### config.mk
export PLATFORM = sky130hd
export DESIGN_NAME = hpba_port
export DESIGN_NICKNAME = d
export VERILOG_FILES = /design/src/rtl/hpba_pkg.sv /design/src/rtl/hpba_edge.sv /design/src/rtl/hpba_port.sv
export VERILOG_INCLUDE_DIRS = /design/src /design/src/rtl
export SDC_FILE = /design/constraint.sdc
export NUM_CORES = 1
export LEC_CHECK = 0
export BUFFER_PORTS_ARGS = -buffer_cell sky130_fd_sc_hd__clkbuf_2
export CAP_MARGIN = 20
export CORE_MARGIN = 2
export CORE_UTILIZATION = 52
export DETAILED_ROUTE_END_ITERATION = 12
export PLACE_DENSITY = 0.84
export SYNTH_ARGS = -nofsm -noshare
export SYNTH_HDL_FRONTEND = slang
export SYNTH_HIERARCHICAL = 1
export SYNTH_SLANG_ARGS = --single-unit
### constraint.sdc
create_clock -name i_core_clk -period 5 [get_ports i_core_clk]
set_input_delay 1 -clock i_core_clk [delete_from_list [all_inputs] [get_ports i_core_clk]]
set_output_delay 1 -clock i_core_clk [all_outputs]
set_load 0.02 [all_outputs]
### src/rtl/hpba_params.svh
`ifndef HPBA_PARAMS_SVH
`define HPBA_PARAMS_SVH

`define HPBA_ADDR_W 7
`define HPBA_DATA_W 8
`define HPBA_CLK_MHZ 250
// Settling time before acknowledge, in ns, and its cycle count
`define HPBA_ACK_SETTLE_NS 8
`define HPBA_ACK_SETTLE_CYC ((`HPBA_ACK_SETTLE_NS * `HPBA_CLK_MHZ + 999) / 1000)
`define HPBA_RST_ADDR 7'h00
`define HPBA_RST_DATA 8'h00

`endif

### src/rtl/hpba_pkg.sv
package hpba_pkg;
  typedef enum logic [1:0] {
    HPBA_IDLE = 2'b00,
    HPBA_WRITE = 2'b01,
    HPBA_READ = 2'b10,
    HPBA_ACK = 2'b11
  } hpba_state_e;
endpackage

### src/rtl/hpba_edge.sv
// Registered edge detector for synchronous strobe inputs
module hpba_edge (
  // Clock and reset
  input wire logic i_core_clk,
  input wire logic i_rst,
  // Level in, edges out
  input wire logic i_level,
  output logic o_rise,
  output logic o_fall
);
  logic prev_reg;
  logic prev_next;

  always_comb
  begin
    prev_next = i_level;
  end

  always_ff @(posedge i_core_clk or posedge i_rst)
  begin
    if (i_rst)
      prev_reg <= 1'b1;
    else
      prev_reg <= prev_next;
  end

  assign o_rise = i_level & ~prev_reg;
  assign o_fall = ~i_level & prev_reg;
endmodule

### src/rtl/hpba_port.sv
`include "hpba_params.svh"

module hpba_port
  import hpba_pkg::*;
#(
  parameter int ADDR_W = `HPBA_ADDR_W,
  parameter int DATA_W = `HPBA_DATA_W,
  parameter int SETTLE_CYC = `HPBA_ACK_SETTLE_CYC
) (
  // Clock and reset
  input wire logic i_core_clk,
  input wire logic i_rst,
  // Host bus pins
  input wire logic i_bus_style_strap,
  input wire logic i_cs_n,
  input wire logic i_address_latch_strobe,
  input wire logic i_read_or_data_strobe,
  input wire logic i_write_or_rw_select,
  input wire logic [ADDR_W-1:0] i_addr,
  input wire logic [DATA_W-1:0] i_data,
  output logic [DATA_W-1:0] o_data,
  output logic o_data_oe,
  output logic o_ready_acknowledge_out,
  // Storage side
  output logic o_wr_pulse,
  output logic [ADDR_W-1:0] o_wr_addr,
  output logic [DATA_W-1:0] o_wr_data,
  output logic [ADDR_W-1:0] o_rd_addr,
  input wire logic [DATA_W-1:0] i_rd_data,
  output logic o_burst_active
);
  localparam int CNT_W = $clog2(SETTLE_CYC + 1);

  logic als_rise;
  logic als_fall;
  logic ds_rise;
  logic ds_fall;
  logic wr_rise;
  logic wr_fall;
  logic ds_style;
  logic ds_strobe;
  logic wr_strobe;
  logic is_read;

  hpba_edge u_als (
    .i_core_clk(i_core_clk),
    .i_rst(i_rst),
    .i_level(i_address_latch_strobe),
    .o_rise(als_rise),
    .o_fall(als_fall)
  );
  hpba_edge u_ds (
    .i_core_clk(i_core_clk),
    .i_rst(i_rst),
    .i_level(ds_strobe),
    .o_rise(ds_rise),
    .o_fall(ds_fall)
  );
  hpba_edge u_wr (
    .i_core_clk(i_core_clk),
    .i_rst(i_rst),
    .i_level(wr_strobe),
    .o_rise(wr_rise),
    .o_fall(wr_fall)
  );

  // Strap is sampled continuously; it is expected to be tied
  assign ds_style = i_bus_style_strap;
  // Chip select gates the data and write strobes, so a deselected port sees them high
  assign ds_strobe = i_read_or_data_strobe | i_cs_n;
  assign wr_strobe = i_write_or_rw_select | i_cs_n | ds_style;
  assign is_read = i_write_or_rw_select;

  hpba_state_e state_reg, state_next;
  logic [ADDR_W-1:0] addr_reg, addr_next;
  logic first_reg, first_next;
  logic burst_reg, burst_next;
  logic [CNT_W-1:0] cnt_reg, cnt_next;
  logic [DATA_W-1:0] dout_reg, dout_next;
  logic oe_reg, oe_next;
  logic ack_reg, ack_next;
  logic wp_reg, wp_next;
  logic [DATA_W-1:0] wd_reg, wd_next;

  always_comb
  begin
    state_next = state_reg;
    addr_next = addr_reg;
    first_next = first_reg;
    burst_next = burst_reg;
    cnt_next = cnt_reg;
    dout_next = dout_reg;
    oe_next = oe_reg;
    ack_next = ack_reg;
    wp_next = 1'b0;
    wd_next = wd_reg;
    // Address latching and burst end; latching also restarts the burst
    if (!ds_style && als_rise)
    begin
      burst_next = 1'b0;
    end
    else if (ds_style && als_fall)
    begin
      burst_next = 1'b0;
    end
    if (!i_cs_n && ((!ds_style && als_fall) || (ds_style && als_rise)))
    begin
      addr_next = i_addr;
      first_next = 1'b1;
      burst_next = 1'b1;
    end
    case (state_reg)
      HPBA_IDLE:
      begin
        if (!ds_style && wr_fall)
        begin
          // Later cycles step the address; wrap is natural overflow
          if (!first_reg && burst_reg)
            addr_next = ADDR_W'(addr_reg + 1'b1);
          first_next = 1'b0;
          state_next = HPBA_WRITE;
        end
        else if (ds_style && ds_fall && is_read)
        begin
          if (!first_reg && burst_reg)
            addr_next = ADDR_W'(addr_reg + 1'b1);
          first_next = 1'b0;
          oe_next = 1'b1;
          cnt_next = '0;
          state_next = HPBA_READ;
        end
      end
      HPBA_WRITE:
      begin
        if (wr_rise)
        begin
          wp_next = 1'b1;
          wd_next = i_data;
          state_next = HPBA_IDLE;
        end
      end
      HPBA_READ:
      begin
        dout_next = i_rd_data;
        // Wait for storage data to settle before acknowledging
        if (cnt_reg == CNT_W'(SETTLE_CYC))
        begin
          ack_next = 1'b0;
          state_next = HPBA_ACK;
        end
        else
          cnt_next = CNT_W'(cnt_reg + 1'b1);
        if (ds_rise)
        begin
          oe_next = 1'b0;
          // Release wins over a same-cycle acknowledge, else it sticks low
          ack_next = 1'b1;
          state_next = HPBA_IDLE;
        end
      end
      default:
      begin
        if (ds_rise)
        begin
          oe_next = 1'b0;
          ack_next = 1'b1;
          state_next = HPBA_IDLE;
        end
      end
    endcase
  end

  always_ff @(posedge i_core_clk or posedge i_rst)
  begin
    if (i_rst)
    begin
      state_reg <= HPBA_IDLE;
      addr_reg <= `HPBA_RST_ADDR;
      first_reg <= 1'b1;
      burst_reg <= 1'b0;
      cnt_reg <= '0;
      dout_reg <= `HPBA_RST_DATA;
      oe_reg <= 1'b0;
      ack_reg <= 1'b1;
      wp_reg <= 1'b0;
      wd_reg <= `HPBA_RST_DATA;
    end
    else
    begin
      state_reg <= state_next;
      addr_reg <= addr_next;
      first_reg <= first_next;
      burst_reg <= burst_next;
      cnt_reg <= cnt_next;
      dout_reg <= dout_next;
      oe_reg <= oe_next;
      ack_reg <= ack_next;
      wp_reg <= wp_next;
      wd_reg <= wd_next;
    end
  end

  assign o_data = dout_reg;
  assign o_data_oe = oe_reg;
  assign o_ready_acknowledge_out = ack_reg;
  assign o_wr_pulse = wp_reg;
  assign o_wr_addr = addr_reg;
  assign o_wr_data = wd_reg;
  assign o_rd_addr = addr_reg;
  assign o_burst_active = burst_reg;
endmodule

==> flow_summary.json <==
{
  "layout_commonest_cell": "clkbuf_2",
  "cts_tree": "built",
  "insertion_delay_ns": 0.34,
  "synthesis.instances": 143,
  "grtUsageTotal_pct": 20.2,
  "grt_pass1_wl_um": 5490,
  "slowest_stage": "o21a_1",
  "vdd_drop_max_v": 0.000326,
  "min_from": "o_data_oe$_DFFE_PP0P_",
  "crit_type": "in2reg",
  "synth_seq_area_share_pct": 51.8,
  "via_count": 1282,
  "synth_area_mm2": 0.00170,
  "ys_types": 35,
  "placed_area_mm2": 0.00203,
  "power_density_mw_per_mm2": 516,
  "area_growth_pct": 21.9,
  "rows": 20,
  "r2r-start": "u_wr/prev_reg$_DFF_PP1_",
  "setup_violations": 0,
  "io_pins": 64,
  "tns_ns": 0,
  "skew_ns": 0.0106,
  "drv_slew": 0,
  "cp-end-kind": "flip-flop",
  "finalCritPeriodShare_pct": 56.2,
  "fin_area_mm2": 0.00208,
  "grt_max_degree": 26,
  "tightestPinTransition_ns": 0.547,
  "wire_per_inst_um": 13.9,
  "start_util_pct": 55.4,
  "drv_cap": 0,
  "final_cell_mix": "clkbuf_2, dfrtp_1, mux2_2, inv_1, nand2_1",
  "slowest_delay_ns": 0.42,
  "fin_crit_ns": 2.81,
  "synth_top_family_by_area": "multiplexers",
  "synth-seq-cells": 35,
  "cts_resized": 0,
  "dr.pass1.iters": 4,
  "startpoint_type": "primary input",
  "chipWidth_um": 61.2,
  "routed_wl_um": 3470,
  "yosys.area_share.xor_xnor_pct": 0,
  "path_clk_slew_ns": 0.09,
  "clock-sinks": 35,
  "critPathMaxFanout": 10,
  "critPathLaunch": "i_bus_style_strap",
  "synthTopCellsByArea": "dfrtp_1, mux2_2, dfstp_2, o221a_1, buf_4",
  "cts_buffers": 5,
  "slew_headroom_pct": 63.4,
  "muxShareOfSynthArea_pct": 15.6,
  "synth.net_count": 175,
  "fin_util_pct": 67.5,
  "synth_top_area_share_pct": 44.1,
  "critPathArrivalTime_ns": 3.03,
  "nets": 237,
  "antenna_found_initial": 0,
  "drt_iter0_drc": 29,
  "gr-total-overflow": 0,
  "hpwl_um": 2790,
  "status": "complete, no violations",
  "die_h_um": 61.2,
  "post_cts_buffers": 0,
  "p_total_mw": 1.07,
  "p_leak_nw": 1.04,
  "synth_top_area_cell": "dfrtp_1",
  "io_buffers": 63,
  "hold_violations": 0,
  "synth_compound_area_share_pct": 10.4,
  "synthAdderAreaFrac_pct": 1.47,
  "grt_setup_unrepaired": "no",
  "drive_above_1_share_pct": 50.5,
  "yosysWarnings": 6,
  "ant_nets": 0,
  "fmax_mhz": 356,
  "coreArea_mm2": 0.00308,
  "cp.required_ns": 5.22,
  "viasPerCell": 5.13,
  "holdBufCountCts": 0,
  "r2r_slack_ns": 2.94,
  "gp_congestion": 0.859,
  "crit_chain": "clkbuf_2 -> or3_1 -> and2b_2 -> nor2b_1 -> o21a_1 -> mux2_4 -> o221a_1",
  "hold_class": "reg2reg",
  "antenna_cells": 0,
  "clock_path_buffers": 2,
  "cts_root_buf": "clkbuf_4",
  "synthSimpleGateAreaFrac_pct": 13.9,
  "route.detailed.drc": 0,
  "grt_pass1_vias": 1222,
  "whs_ns": 0.503,
  "die_area_mm2": 0.00375,
  "syn_area_per_cell_um2": 11.9,
  "cts.htree.levels": 2
}
==> critical path: cells and delay by family <==
kind | cells | cell delay, ns
AOI/OAI and AO/OA | 2 | 0.65
and+or+nand+nor | 3 | 0.92
muxes | 1 | 0.34
buffers and inverters | 1 | 0.13
==> worst paths after layout <==
check / endpoint / depth (start not counted)
min in group asynchronous: o_burst_active$_DFFE_PP0P_ / 2
hold reg to reg: o_data_oe$_DFFE_PP0P_ / 2
hold / removal: o_data_oe$_DFFE_PP0P_ / 2
max in group asynchronous: o_ready_acknowledge_out$_DFFE_PP1P_ / 3
setup / recovery: o_rd_addr[4]$_DFF_PP0_ / 7
setup reg to reg: o_rd_addr[4]$_DFF_PP0_ / 5
==> final cells by class <==
class / instances / area (µm²)
fill: 255 / 1000
sequential: 35 / 882
multi-input combinational: 88 / 706
timing repair buffer: 64 / 343
tap: 44 / 55.1
clock buffer: 7 / 45.0
inverter: 11 / 41.3
clock inverter: 1 / 5.00
==> metal layers <==
metal / up-vias / wire length (µm) / share of wire [%] / GRT usage, %
li1: 621 / - / - / -
met1: 607 / 1410 / 41 / 23.9
met2: 49 / 1800 / 52 / 34.8
met3: 5 / 222 / 6.4 / 7.14
met4: 0 / 34 / 0.98 / 5.90
met5: - / 0 / 0 / 0
==> power by group <==
group | switching (mW) | leakage, nW | internal (mW) | total, mW
clock | 0.0890 | 0.0293 | 0.0548 | 0.144
sequential | 0.0862 | 0.412 | 0.395 | 0.482
combinational | 0.260 | 0.596 | 0.185 | 0.446
==> stage by stage <==
stage,cells,setup WS [ns]
global placement,241,1.95
finish,250,2.19
floorplan,143,2.28
CTS,250,2.21
global route,250,2.07
detailed placement,242,1.84
==> cells in the mapped netlist (all sizes together) <==
cell     count
dfrtp       30
mux2        20
inv         11
nand2       10
buf          9
nand3        6
o21ai        6
a21oi        5
dfstp        5
o221a        5
and3         4
nor2         4
nor2b        4
and2b        3
mux2i        3
ha           2
nor3         2
o21a         2
or2          2
or3          2
a211oi       1
a221oi       1
a22o         1
a22oi        1
a31oi        1
nand4        1
nor4b        1
o2bb2ai      1
==> cells by family after synthesis <==
group / after synthesis
compound gates: 24
fa+ha+maj: 2
buf+inv: 20
flops: 35
mux: 23
simple gates: 39
(Power assumes the default switching activity.)
